[config.mk]
export PLATFORM = sky130hd
export DESIGN_NAME = qrw_engine
export DESIGN_NICKNAME = d
export VERILOG_FILES = /design/src/logic/qrw_pkg.sv /design/src/logic/qrw_stream_if.sv /design/src/logic/qrw_pin_sync.sv /design/src/logic/qrw_fifo.sv /design/src/logic/qrw_engine.sv
export VERILOG_INCLUDE_DIRS = /design/src /design/src/logic
export SDC_FILE = /design/constraint.sdc
export NUM_CORES = 1
export LEC_CHECK = 0
export BUFFER_PORTS_ARGS = -buffer_cell sky130_fd_sc_hd__buf_2
export CAP_MARGIN = 0
export CORE_MARGIN = 3
export CORE_UTILIZATION = 56
export CTS_BUF_LIST = sky130_fd_sc_hd__clkbuf_4
export CTS_CLUSTER_DIAMETER = 40
export CTS_CLUSTER_SIZE = 40
export DETAILED_ROUTE_END_ITERATION = 16
export PLACE_DENSITY = 0.85
export SKIP_LAST_GASP = 1
export SYNTH_ARGS = -nofsm -noshare
export SYNTH_HDL_FRONTEND = slang
export SYNTH_SLANG_ARGS = --single-unit
[constraint.sdc]
create_clock -name sys_clk -period 2.7 [get_ports sys_clk]
set_input_delay 0.135 -clock sys_clk [delete_from_list [all_inputs] [get_ports sys_clk]]
set_output_delay 0.135 -clock sys_clk [all_outputs]
set_load 0.05 [all_outputs]
[src/logic/qrw_params.svh]
`ifndef QRW_PARAMS_SVH
`define QRW_PARAMS_SVH

// ==========================================================
// Opcodes
`define QRW_OP_QIO      8'hEB
`define QRW_OP_QIO_DTR  8'hED
`define QRW_OP_QIO_4B   8'hEC
`define QRW_OP_SET_WRAP 8'h77

// ==========================================================
// Field positions and reset values
`define QRW_WRAP_RST      3'h1
`define QRW_WRAP_EN_BIT   0
`define QRW_SKIP_LSB      4
`define QRW_SKIP_VAL      2'h2
`define QRW_RDPARAM_RST   2'h0
`define QRW_ADDR3_MASK    32'h00FFFFFF
`define QRW_SECT_MIN      8'h08

// ==========================================================
// Phase lengths in nibbles or link clocks
`define QRW_SPI_OPC_BITS  4'h8
`define QRW_QPI_OPC_NIB   4'h2
`define QRW_ADDR3_NIB     4'h6
`define QRW_ADDR4_NIB     4'h8
`define QRW_BYTE_NIB      4'h2
`define QRW_SPI_DUMMY     4'h4
`define QRW_QPI_DUMMY_MIN 4'h2

`endif

[src/logic/qrw_pkg.sv]
package qrw_pkg;

  // ==========================================================
  // Frame sequencer states
  typedef enum logic [2:0] {
    ST_IDLE,
    ST_OPC,
    ST_ADDR,
    ST_MODE,
    ST_WRAPB,
    ST_DUMMY,
    ST_DATA,
    ST_IGNORE
  } qrw_state_e;

  typedef logic [31:0] qrw_addr_t;
  typedef logic [7:0]  qrw_byte_t;

endpackage

[src/logic/qrw_stream_if.sv]
`timescale 1ns/1ps
interface qrw_stream_if #(
  parameter int WIDTH = 8
);
  logic             valid;
  logic             ready;
  logic [WIDTH-1:0] data;

  modport src (output valid, output data, input ready);
  modport snk (input valid, input data, output ready);
endinterface

[src/logic/qrw_pin_sync.sv]
`timescale 1ns/1ps
module qrw_pin_sync #(
  parameter int               WIDTH   = 6,
  parameter logic [WIDTH-1:0] RST_VAL = '0
) (
  input  wire logic             clk,
  input  wire logic             rst,
  input  wire logic [WIDTH-1:0] async_in,
  output logic      [WIDTH-1:0] sync_out
);

  logic [WIDTH-1:0] meta_q;

  // ==========================================================
  // Two stages; only the second stage is visible outside
  always_ff @(posedge clk) begin
    if (rst) begin
      meta_q   <= RST_VAL;
      sync_out <= RST_VAL;
    end else begin
      meta_q   <= async_in;
      sync_out <= meta_q;
    end
  end

endmodule

[src/logic/qrw_fifo.sv]
`timescale 1ns/1ps
module qrw_fifo #(
  parameter int WIDTH = 8,
  parameter int DEPTH = 8
) (
  input wire logic clk,
  input wire logic rst,
  input wire logic flush,
  qrw_stream_if.snk in_s,
  qrw_stream_if.src out_s
);

  // Depth must be a power of two: pointers carry one wrap bit
  localparam int AW = $clog2(DEPTH);

  logic [WIDTH-1:0] mem_q [DEPTH];
  logic [AW:0]      wr_q;
  logic [AW:0]      rd_q;
  logic             full_w;
  logic             empty_w;
  logic             push_w;
  logic             pop_w;

  // ==========================================================
  // Status and handshakes
  assign full_w      = (wr_q[AW] != rd_q[AW]) && (wr_q[AW-1:0] == rd_q[AW-1:0]);
  assign empty_w     = (wr_q == rd_q);
  assign push_w      = in_s.valid && !full_w;
  assign pop_w       = out_s.ready && !empty_w;
  assign in_s.ready  = !full_w;
  assign out_s.valid = !empty_w;
  assign out_s.data  = mem_q[rd_q[AW-1:0]];

  // Storage needs no reset, pointers define what is valid
  always_ff @(posedge clk) begin
    if (push_w) begin
      mem_q[wr_q[AW-1:0]] <= in_s.data;
    end
  end

  // Pointers; flush drops everything at frame end
  always_ff @(posedge clk) begin
    if (rst || flush) begin
      wr_q <= '0;
      rd_q <= '0;
    end else begin
      wr_q <= wr_q + (AW+1)'(push_w);
      rd_q <= rd_q + (AW+1)'(pop_w);
    end
  end
endmodule

[src/logic/qrw_engine.sv]
// Function
// Wrap setting given before single-rate quad read governs all later such reads.
// Enabled wrap keeps output inside one aligned 8/16/32/64-byte section.
// Output starts at given address, wraps to section start until deselect.
// Three wrap bits: lowest disables wrap, upper two pick section length.
// Four-wire mode inserts 2, 4, 6 or 8 dummy clocks from parameter field.
// Four-wire dummy count defaults to two after reset.
// Four-wire mode counts mode byte as dummy; default data follows it.
// No wrap-around for quad reads in four-wire command mode.
// Double-rate read in SPI: address and data on four lines, four dummies.
// Mode byte follows address; upper nibble decides opcode skip, lower ignored.
// Mode bits 5:4 equal 10: next frame starts directly with address.
// Otherwise next frame expects a full opcode again.
// Host forces exit by all-ones on IO0 for 8 or 10 clocks.
// Host releases IO lines before falling edge of first data clock.
// Wrap setting governs later double-rate quad reads in SPI mode.
// Double-rate quad read also accepted in four-wire mode, mode byte as dummy.
// Fixed 4-byte read always carries a 32-bit address.
// Fixed 4-byte read accepted only in standard SPI mode.
// Wrap setting governs later fixed 4-byte quad reads.
// In 4-byte address mode the quad reads take a 32-bit address.
// Single-rate quad read refused unless four-line enable bit is set.
// Wrap command: opcode, 24/32 dummy bits, wrap byte using bits 6:4.
// Length codes 8/16/32/64 bytes; wrap disable bit resets to one.
// Section base is start address aligned down; only low bits increment.
// Reset clears pending continuous read mode.
`timescale 1ns/1ps
`include "qrw_params.svh"
module qrw_engine #(
  parameter int FIFO_DEPTH = 8
) (
  input  wire logic        sys_clk,
  input  wire logic        rst,
  input  wire logic        spi_clk,
  input  wire logic        spi_cs_n,
  input  wire logic [3:0]  spi_io_in,
  output logic      [3:0]  spi_io_out_q,
  output logic      [3:0]  spi_io_oe_q,
  input  wire logic        four_wire_command_mode,
  input  wire logic        four_line_enable_bit,
  input  wire logic        addr_4byte_mode,
  input  wire logic        read_param_load,
  input  wire logic [1:0]  read_param_bits,
  output logic             mem_req_q,
  output logic      [31:0] mem_addr_q,
  input  wire logic        mem_gnt,
  input  wire logic [7:0]  mem_rdata,
  input  wire logic        mem_rvalid,
  output logic      [2:0]  wrap_setting_bits_q,
  output logic             opcode_skip_q,
  output logic             busy_q
);

  // ==========================================================
  // Pin synchronisers and edge detection
  logic [5:0]         pin_s;
  logic               sclk_s;
  logic               cs_n_s;
  logic [3:0]         io_s;
  logic               sclk_p_q;
  logic               cs_p_q;
  logic               rise_w;
  logic               fall_w;
  logic               cs_fall_w;
  logic               frame_end_w;

  qrw_pin_sync #(.WIDTH(6), .RST_VAL(6'h10)) u_sync (
    .clk      (sys_clk),
    .rst      (rst),
    .async_in ({spi_clk, spi_cs_n, spi_io_in}),
    .sync_out (pin_s)
  );

  // Link clock, select and data all take the same two stages
  assign sclk_s      = pin_s[5];
  assign cs_n_s      = pin_s[4];
  assign io_s        = pin_s[3:0];
  assign rise_w      = sclk_s && !sclk_p_q;
  assign fall_w      = !sclk_s && sclk_p_q;
  assign cs_fall_w   = !cs_n_s && cs_p_q;
  assign frame_end_w = cs_n_s;

  always_ff @(posedge sys_clk) begin
    if (rst) begin
      sclk_p_q <= 1'b0;
      cs_p_q   <= 1'b1;
    end else begin
      sclk_p_q <= sclk_s;
      cs_p_q   <= cs_n_s;
    end
  end

  // ==========================================================
  // Sequencer state and captured fields
  qrw_pkg::qrw_state_e st_q;
  qrw_pkg::qrw_state_e st_d;
  logic [3:0]          cnt_q;
  logic [3:0]          cnt_d;
  qrw_pkg::qrw_byte_t  opc_q;
  qrw_pkg::qrw_addr_t  addr_q;
  qrw_pkg::qrw_byte_t  mode_q;
  logic                dtr_q;
  logic                ad4_q;
  logic                wrap_cmd_q;
  logic                wrap_on_q;
  logic [1:0]          rdp_q;
  logic                qpi_w;
  logic                in_evt_w;
  logic                step_w;
  qrw_pkg::qrw_byte_t  opc_nxt_w;
  qrw_pkg::qrw_addr_t  addr_nxt_w;
  qrw_pkg::qrw_byte_t  mode_nxt_w;
  logic                opc_last_w;
  logic                addr_last_w;
  logic                byte_last_w;
  logic                dummy_last_w;
  logic [3:0]          addr_nibs_w;
  logic [3:0]          dummy_len_w;
  logic                op_ok_w;
  logic                skip_ad4_w;

  assign qpi_w = four_wire_command_mode;

  // Double rate takes nibbles on both edges; a fall counts only after its own rise,
  // so the trailing fall of the last opcode clock is not taken as an address nibble
  assign in_evt_w   = rise_w || (dtr_q && fall_w && cnt_q[0]);
  assign opc_nxt_w  = qpi_w ? {opc_q[3:0], io_s} : {opc_q[6:0], io_s[0]};
  assign addr_nxt_w = {addr_q[27:0], io_s};
  assign mode_nxt_w = {mode_q[3:0], io_s};
  assign addr_nibs_w = ad4_q ? `QRW_ADDR4_NIB : `QRW_ADDR3_NIB;

  // Dummy clocks left after the mode byte; in four-wire mode it eats some
  assign dummy_len_w = qpi_w ? ({1'b0, rdp_q, 1'b0} + `QRW_QPI_DUMMY_MIN - (dtr_q ? 4'h1 : 4'h2))
                             : `QRW_SPI_DUMMY;

  assign opc_last_w   = (st_q == qrw_pkg::ST_OPC) && rise_w &&
                        (cnt_q == (qpi_w ? `QRW_QPI_OPC_NIB : `QRW_SPI_OPC_BITS) - 4'h1);
  assign addr_last_w  = (st_q == qrw_pkg::ST_ADDR) && in_evt_w && (cnt_q == addr_nibs_w - 4'h1);
  assign byte_last_w  = ((st_q == qrw_pkg::ST_MODE) || (st_q == qrw_pkg::ST_WRAPB)) &&
                        in_evt_w && (cnt_q == `QRW_BYTE_NIB - 4'h1);
  assign dummy_last_w = (st_q == qrw_pkg::ST_DUMMY) && rise_w && (cnt_q == dummy_len_w - 4'h1);

  // Opcode acceptance per mode
  assign op_ok_w = ((opc_nxt_w == `QRW_OP_QIO) && four_line_enable_bit) ||
                   (opc_nxt_w == `QRW_OP_QIO_DTR) ||
                   ((opc_nxt_w == `QRW_OP_QIO_4B) && !qpi_w) ||
                   ((opc_nxt_w == `QRW_OP_SET_WRAP) && !qpi_w);
  assign skip_ad4_w = (opc_q == `QRW_OP_QIO_4B) || addr_4byte_mode;

  // Event counter: cleared on every state change
  assign step_w = ((st_q == qrw_pkg::ST_OPC) && rise_w) ||
                  (((st_q == qrw_pkg::ST_ADDR) || (st_q == qrw_pkg::ST_MODE) ||
                    (st_q == qrw_pkg::ST_WRAPB)) && in_evt_w) ||
                  ((st_q == qrw_pkg::ST_DUMMY) && rise_w);
  assign cnt_d  = (st_d != st_q) ? 4'h0 : cnt_q + {3'h0, step_w};

  // Next state; deselect wins over everything
  always_comb begin
    st_d = st_q;
    case (st_q)
      qrw_pkg::ST_IDLE: begin
        if (cs_fall_w) begin
          st_d = opcode_skip_q ? qrw_pkg::ST_ADDR : qrw_pkg::ST_OPC;
        end
      end
      qrw_pkg::ST_OPC: begin
        if (opc_last_w) begin
          st_d = op_ok_w ? qrw_pkg::ST_ADDR : qrw_pkg::ST_IGNORE;
        end
      end
      qrw_pkg::ST_ADDR: begin
        if (addr_last_w) begin
          st_d = wrap_cmd_q ? qrw_pkg::ST_WRAPB : qrw_pkg::ST_MODE;
        end
      end
      qrw_pkg::ST_MODE: begin
        if (byte_last_w) begin
          st_d = (dummy_len_w == 4'h0) ? qrw_pkg::ST_DATA : qrw_pkg::ST_DUMMY;
        end
      end
      qrw_pkg::ST_WRAPB: begin
        if (byte_last_w) begin
          st_d = qrw_pkg::ST_IGNORE;
        end
      end
      qrw_pkg::ST_DUMMY: begin
        if (dummy_last_w) begin
          st_d = qrw_pkg::ST_DATA;
        end
      end
      qrw_pkg::ST_DATA:   st_d = qrw_pkg::ST_DATA;
      qrw_pkg::ST_IGNORE: st_d = qrw_pkg::ST_IGNORE;
      default:            st_d = qrw_pkg::ST_IDLE;
    endcase
    if (frame_end_w) begin
      st_d = qrw_pkg::ST_IDLE;
    end
  end

  always_ff @(posedge sys_clk) begin
    if (rst) begin
      st_q  <= qrw_pkg::ST_IDLE;
      cnt_q <= 4'h0;
    end else begin
      st_q  <= st_d;
      cnt_q <= cnt_d;
    end
  end

  // Shift registers for opcode, address and mode or wrap byte
  always_ff @(posedge sys_clk) begin
    if (rst) begin
      opc_q  <= 8'h00;
      addr_q <= 32'h0000_0000;
      mode_q <= 8'h00;
    end else begin
      if ((st_q == qrw_pkg::ST_OPC) && rise_w) opc_q <= opc_nxt_w;
      if ((st_q == qrw_pkg::ST_ADDR) && in_evt_w) addr_q <= addr_nxt_w;
      if (step_w && (st_q != qrw_pkg::ST_ADDR)) mode_q <= mode_nxt_w;
    end
  end

  // Per-frame attributes; a skipped opcode reuses the last read's kind
  always_ff @(posedge sys_clk) begin
    if (rst) begin
      dtr_q      <= 1'b0;
      ad4_q      <= 1'b0;
      wrap_cmd_q <= 1'b0;
    end else if (opc_last_w) begin
      dtr_q      <= (opc_nxt_w == `QRW_OP_QIO_DTR);
      ad4_q      <= (opc_nxt_w == `QRW_OP_QIO_4B) || addr_4byte_mode;
      wrap_cmd_q <= (opc_nxt_w == `QRW_OP_SET_WRAP);
    end else if ((st_q == qrw_pkg::ST_IDLE) && cs_fall_w && opcode_skip_q) begin
      ad4_q      <= skip_ad4_w;
      wrap_cmd_q <= 1'b0;
    end
  end

  // ==========================================================
  // Persistent settings: continuous mode, wrap bits, read parameter
  always_ff @(posedge sys_clk) begin
    if (rst) begin
      opcode_skip_q       <= 1'b0;
      wrap_setting_bits_q <= `QRW_WRAP_RST;
      rdp_q               <= `QRW_RDPARAM_RST;
    end else begin
      if (byte_last_w && (st_q == qrw_pkg::ST_MODE)) begin
        opcode_skip_q <= (mode_nxt_w[`QRW_SKIP_LSB+1:`QRW_SKIP_LSB] == `QRW_SKIP_VAL);
      end
      if (byte_last_w && (st_q == qrw_pkg::ST_WRAPB)) begin
        wrap_setting_bits_q <= mode_nxt_w[6:4];
      end
      if (read_param_load) rdp_q <= read_param_bits;
    end
  end

  // ==========================================================
  // Prefetch: one request in flight, gated by FIFO room
  qrw_stream_if #(.WIDTH(8)) fill_if ();
  qrw_stream_if #(.WIDTH(8)) drain_if ();
  logic               fetch_on_q;
  logic               pend_q;
  logic [7:0]         mask_w;
  qrw_pkg::qrw_addr_t sec_base_w;
  logic               adv_w;

  // Section mask 07/0F/1F/3F; sections never cross a page
  assign mask_w     = 8'((`QRW_SECT_MIN << wrap_setting_bits_q[2:1]) - 8'h01);
  assign sec_base_w = mem_addr_q & {24'hFF_FFFF, ~mask_w};
  assign adv_w      = mem_req_q && mem_gnt;

  // Wrapped increment keeps the base and bumps only the low bits
  function automatic qrw_pkg::qrw_addr_t next_fetch(input qrw_pkg::qrw_addr_t a,
                                                    input logic [7:0] m,
                                                    input logic w);
    qrw_pkg::qrw_addr_t inc;
    inc = a + 32'h1;
    next_fetch = w ? ((a & {24'hFF_FFFF, ~m}) | (inc & {24'h0, m})) : inc;
  endfunction

  always_ff @(posedge sys_clk) begin
    if (rst) begin
      fetch_on_q <= 1'b0;
      wrap_on_q  <= 1'b0;
      mem_addr_q <= 32'h0000_0000;
    end else if (frame_end_w) begin
      fetch_on_q <= 1'b0;
    end else if (addr_last_w && !wrap_cmd_q) begin
      fetch_on_q <= 1'b1;
      wrap_on_q  <= !wrap_setting_bits_q[`QRW_WRAP_EN_BIT] && !qpi_w;
      mem_addr_q <= ad4_q ? addr_nxt_w : (addr_nxt_w & `QRW_ADDR3_MASK);
    end else if (adv_w) begin
      mem_addr_q <= next_fetch(mem_addr_q, mask_w, wrap_on_q);
    end
  end

  // Request only when nothing is in flight and the FIFO has room
  always_ff @(posedge sys_clk) begin
    if (rst) begin
      mem_req_q <= 1'b0;
      pend_q    <= 1'b0;
    end else begin
      mem_req_q <= !frame_end_w && ((mem_req_q && !mem_gnt) ||
                   (!mem_req_q && !pend_q && fetch_on_q && fill_if.ready));
      pend_q    <= adv_w ? 1'b1 : (mem_rvalid ? 1'b0 : pend_q);
    end
  end

  assign fill_if.valid = mem_rvalid && fetch_on_q;
  assign fill_if.data  = mem_rdata;

  qrw_fifo #(.WIDTH(8), .DEPTH(FIFO_DEPTH)) u_fifo (
    .clk   (sys_clk),
    .rst   (rst),
    .flush (frame_end_w),
    .in_s  (fill_if),
    .out_s (drain_if)
  );

  // ==========================================================
  // Output shifter: high nibble first, falling edges (both for DTR)
  logic               drv_evt_w;
  logic               nib_lo_q;
  qrw_pkg::qrw_byte_t byte_q;
  qrw_pkg::qrw_byte_t pop_byte_w;

  assign drv_evt_w      = (st_q == qrw_pkg::ST_DATA) && !frame_end_w && (fall_w || (dtr_q && rise_w));
  assign drain_if.ready = drv_evt_w && !nib_lo_q;
  // Underrun shows as FFh rather than stale data
  assign pop_byte_w     = drain_if.valid ? drain_if.data : 8'hFF;

  always_ff @(posedge sys_clk) begin
    if (rst) begin
      nib_lo_q     <= 1'b0;
      byte_q       <= 8'hFF;
      spi_io_out_q <= 4'h0;
      spi_io_oe_q  <= 4'h0;
      busy_q       <= 1'b0;
    end else begin
      busy_q <= (st_d != qrw_pkg::ST_IDLE);
      if (frame_end_w) begin
        nib_lo_q    <= 1'b0;
        spi_io_oe_q <= 4'h0;
      end else if (drv_evt_w) begin
        nib_lo_q     <= !nib_lo_q;
        spi_io_oe_q  <= 4'hF;
        spi_io_out_q <= nib_lo_q ? byte_q[3:0] : pop_byte_w[7:4];
        if (!nib_lo_q) byte_q <= pop_byte_w;
      end
    end
  end
endmodule

==> flow_metrics.py <==
metrics = {
    "place": {
        "numPortBuffers": 69,
        "dp_slack_ns": -0.124,
        "place_congestion": 0.961,
        "place_inst": 1134,
        "dp_hpwl_um": 14300,
    },
    "worst_setup_path": {
        "cp_data_arrival_time_ns": 3.20,
        "slowest_delay_ns": 0.53,
        "start_kind": "flop",
        "critPathMaxFanout": 4,
        "cp_slowest_cell": "fa_1",
        "cpLargestDelayFamily": "simple AND/OR/NAND/NOR gates",
        "crit_buf_inv": 0,
        "crit_type": "flop to flop",
        "crit_chain": "or2_4 > fa_1 > nor3b_4 > xnor2_2 > or3_4 > nand3_2 > a32o_2 > or3_4 > a21oi_2",
        "required_ns": 3.21,
        "crit_top_cell": "or3_4",
        "critPathCaptureType": "flop",
    },
    "logic_synthesis": {
        "synth_most_common_cell": "dfxtp_1",
        "synth_area_leaders": "dfxtp_1 28%, edfxtp_1 22%, nand2_1 5.2%",
        "ys_ff_latch": 188,
        "syn-cell-area_um2": 8720,
        "syn_area_per_cell_um2": 9.80,
        "synth-edff-count": 64,
        "synthDistinctLibCells": 77,
        "syn_nets": 923,
        "yosys.area.top_type": "dfxtp_1",
        "async_flop_share_pct": 0,
        "synthTopCellsByCount": "124 x dfxtp_1, 121 x nand2_1, 78 x a21oi_1",
        "yosys_warnings": 0,
        "synth_top_area_share_pct": 28.5,
        "ys_seq_area_share_pct": 50.5,
        "ys.flop_type": "dfxtp_1",
        "syn_inst": 890,
    },
    "sta": {
        "setup_slack_ns": 0.0126,
        "finalMaxSlewViolations": 0,
        "max_freq_ghz": 0.372,
        "finalSetupViolations": 0,
        "tightest_slew_ns": 0.907,
        "tns_ns": 0,
        "hold_viol": 0,
        "min_period_ns": 2.69,
        "relSlewSlack_pct": 39.3,
        "final.period_utilization_pct": 99.5,
        "fin_skew_ns": 0.0320,
        "rsz0062_at_grt": "yes",
    },
    "power_and_ir_drop": {
        "p_sw_share_pct": 25.4,
        "power.internal_mw": 3.53,
        "leakagePower_nw": 3.58,
        "p_sw_mw": 1.20,
        "power_frac_clock_pct": 33.5,
        "ir_drop_uv": 432,
        "power_frac_seq_pct": 62.3,
        "p_total_mw": 4.73,
        "powerDensity_nw_per_um2": 470,
        "p_comb_share_pct": 4.2,
    },
    "clocking": {
        "cts-htree-levels": 4,
        "cts_max_path_buffers": 2,
        "cts_sinks": 188,
        "cts-root-buf": "clkbuf_4",
        "path_clk_slew_ns": 0.16,
        "clkLatencyLatePin_ns": 0.60,
        "cts_made_buffers": 17,
        "cts_tree": "yes",
    },
    "grt": {
        "grt_usage_pct": 25.0,
        "grt_pass1_vias": 6733,
        "grt_pass1_wl_um": 33900,
        "grt-ovfl-total": 0,
        "antenna_found_initial": 1,
        "grt_max_degree": 81,
    },
    "worst_hold_path": {
        "hold_class": "input port to flop",
    },
    "floorplan": {
        "initial_utilization_pct": 58.7,
        "die_y_um": 131,
        "design.core.area_um2": 14900,
        "fp.dieW_um": 131,
        "rows": 44,
        "ioPinCount": 70,
        "dieArea_um2": 17100,
    },
    "drt": {
        "drtPass1Iterations": 11,
        "ant_nets": 0,
        "via_count": 7247,
        "drc": 0,
        "wire_per_inst_um": 17.7,
        "totalWireLength_um": 21100,
        "viasPerCell": 6.08,
        "drt_iter0_drc": 727,
    },
    "cells_and_area": {
        "fin_cells": 1192,
        "layout.nets": 1028,
        "drive_gt1_share_pct": 19.6,
        "post-route-util_pct": 67.7,
        "syn_to_final_growth_pct": 15.4,
        "fillers": 1129,
    },
    "run_status": {
        "status": "finished, final reports clean",
    },
    "run": {
        "cap_viol_max_count": 0,
    },
}
## metrics by stage
| stage | hold slack [ns] | cell area [µm²] |
|---|---|---|
| floorplan | 0.234 | 8720 |
| global placement | 0.321 | 9430 |
| detailed placement | 0.322 | 9430 |
| CTS | 0.103 | 10000 |
| global route | 0.124 | 10100 |
| finish | 0.133 | 10100 |
## power by group through the flow
stage                     logic [mW]  clock network [mW]  registers, mW
after floorplan               0.0906                   0           3.01
after global placement         0.144                   0           3.01
after detailed placement       0.148                   0           3.01
after CTS                      0.185                1.60           2.95
after global routing           0.215                1.72           2.95
final                          0.199                1.59           2.95
## cells in the final DEF, fill, tap and decap left out, types with 8 or more instances in the layout
cell,synthesis,routed
inv_1,16,16
a21oi_1,78,74
o21ai_1,20,20
o31ai_1,9,9
mux2i_1,24,24
and2_1,8,8
edfxtp_1,64,64
nor2_1,75,75
buf_2,13,69
a211oi_1,10,9
clkbuf_4,0,17
nand2_1,121,121
nand3_1,33,32
xnor2_1,18,17
mux4_2,16,16
nor2b_1,22,22
dfxtp_1,124,122
nor3_1,20,20
ha_1,8,8
nand4_1,10,10
dlygate4sd3_1,0,26
o21ai_0,22,20
buf_4,3,42
nand2b_1,12,11
and3_1,9,9
## flip-flops by register name, summed over array words and instances, names as in the netlist, 4 cells and up, named ones only
signal and count:
u_fifo.wr_q 4, opc_q 8, u_sync.meta_q 6, mem_addr_q 29, u_fifo.mem_q 64, byte_q 4, cnt_q 4, u_sync.sync_out 6
spi_io_out_q 4, u_fifo.rd_q 4, addr_q 28
## area by class of cell
type	count	area (µm²)	area share, %
Sequential cell	188	4410	43.8
Multi-Input combinational cell	631	4100	40.7
Timing Repair Buffer	139	961	9.55
Tap cell	184	230	2.29
Clock inverter	14	169	1.68
Clock buffer	17	128	1.27
Inverter	18	67.6	0.671
Antenna cell	1	2.50	0.0249
## per-layer routing
layer,vias up,global-route usage (%),share of wire (%)
met5,-,0,0
met4,0,8.17,2.2
met3,46,5.49,6.7
met2,293,40.9,49
met1,3470,33.4,42
li1,3438,-,-
## cell families (layout without fill, tap and decap cells)
group                      count (synthesis)  in the layout  synth area share [%]
AOI/OAI and AO/OA                        196            196                  14.3
xor gates and xnor gates                  26             26                  2.70
adders and majority gates                  9              9                  1.38
buffers and inverters                     71            188                  3.46
DFF                                      188            188                  50.5
muxes                                     45             45                  7.53
other                                      0              1                     0
and+or+nand+nor                          355            355                  20.1
## worst paths after layout
| kind | start | endpoint | slack (ns) | cells past startpoint |
|---|---|---|---|---|
| hold reg to reg | u_sync.meta_q[4]$_SDFF_PP1_ | u_sync.sync_out[4]$_SDFF_PP1_ | 0.45 | 1 |
| setup reg to reg | dtr_q$_SDFFE_PP0P_ | cnt_q[1]$_SDFF_PP0_ | 0.01 | 9 |
| hold / removal | four_wire_command_mode | opc_q[3]$_SDFFE_PP0P_ | 0.13 | 4 |
| setup / recovery | dtr_q$_SDFFE_PP0P_ | cnt_q[1]$_SDFF_PP0_ | 0.01 | 9 |
## worst min-delay path, cell delays in order
cell      delay [ns]
buf_2           0.12
buf_4           0.21
nand2_1         0.11
a311oi_1        0.10
## timing repair
item                                    in CTS  in global routing
hold endpoints to repair                    84                  0
pin swaps                                    9                  6
gates resized for setup                     13                  7
endpoints found under the setup margin       6                  5
buffers inserted                             0                  0
hold buffers                                26                  0
No activity file was read; power rests on OpenSTA's default activity.
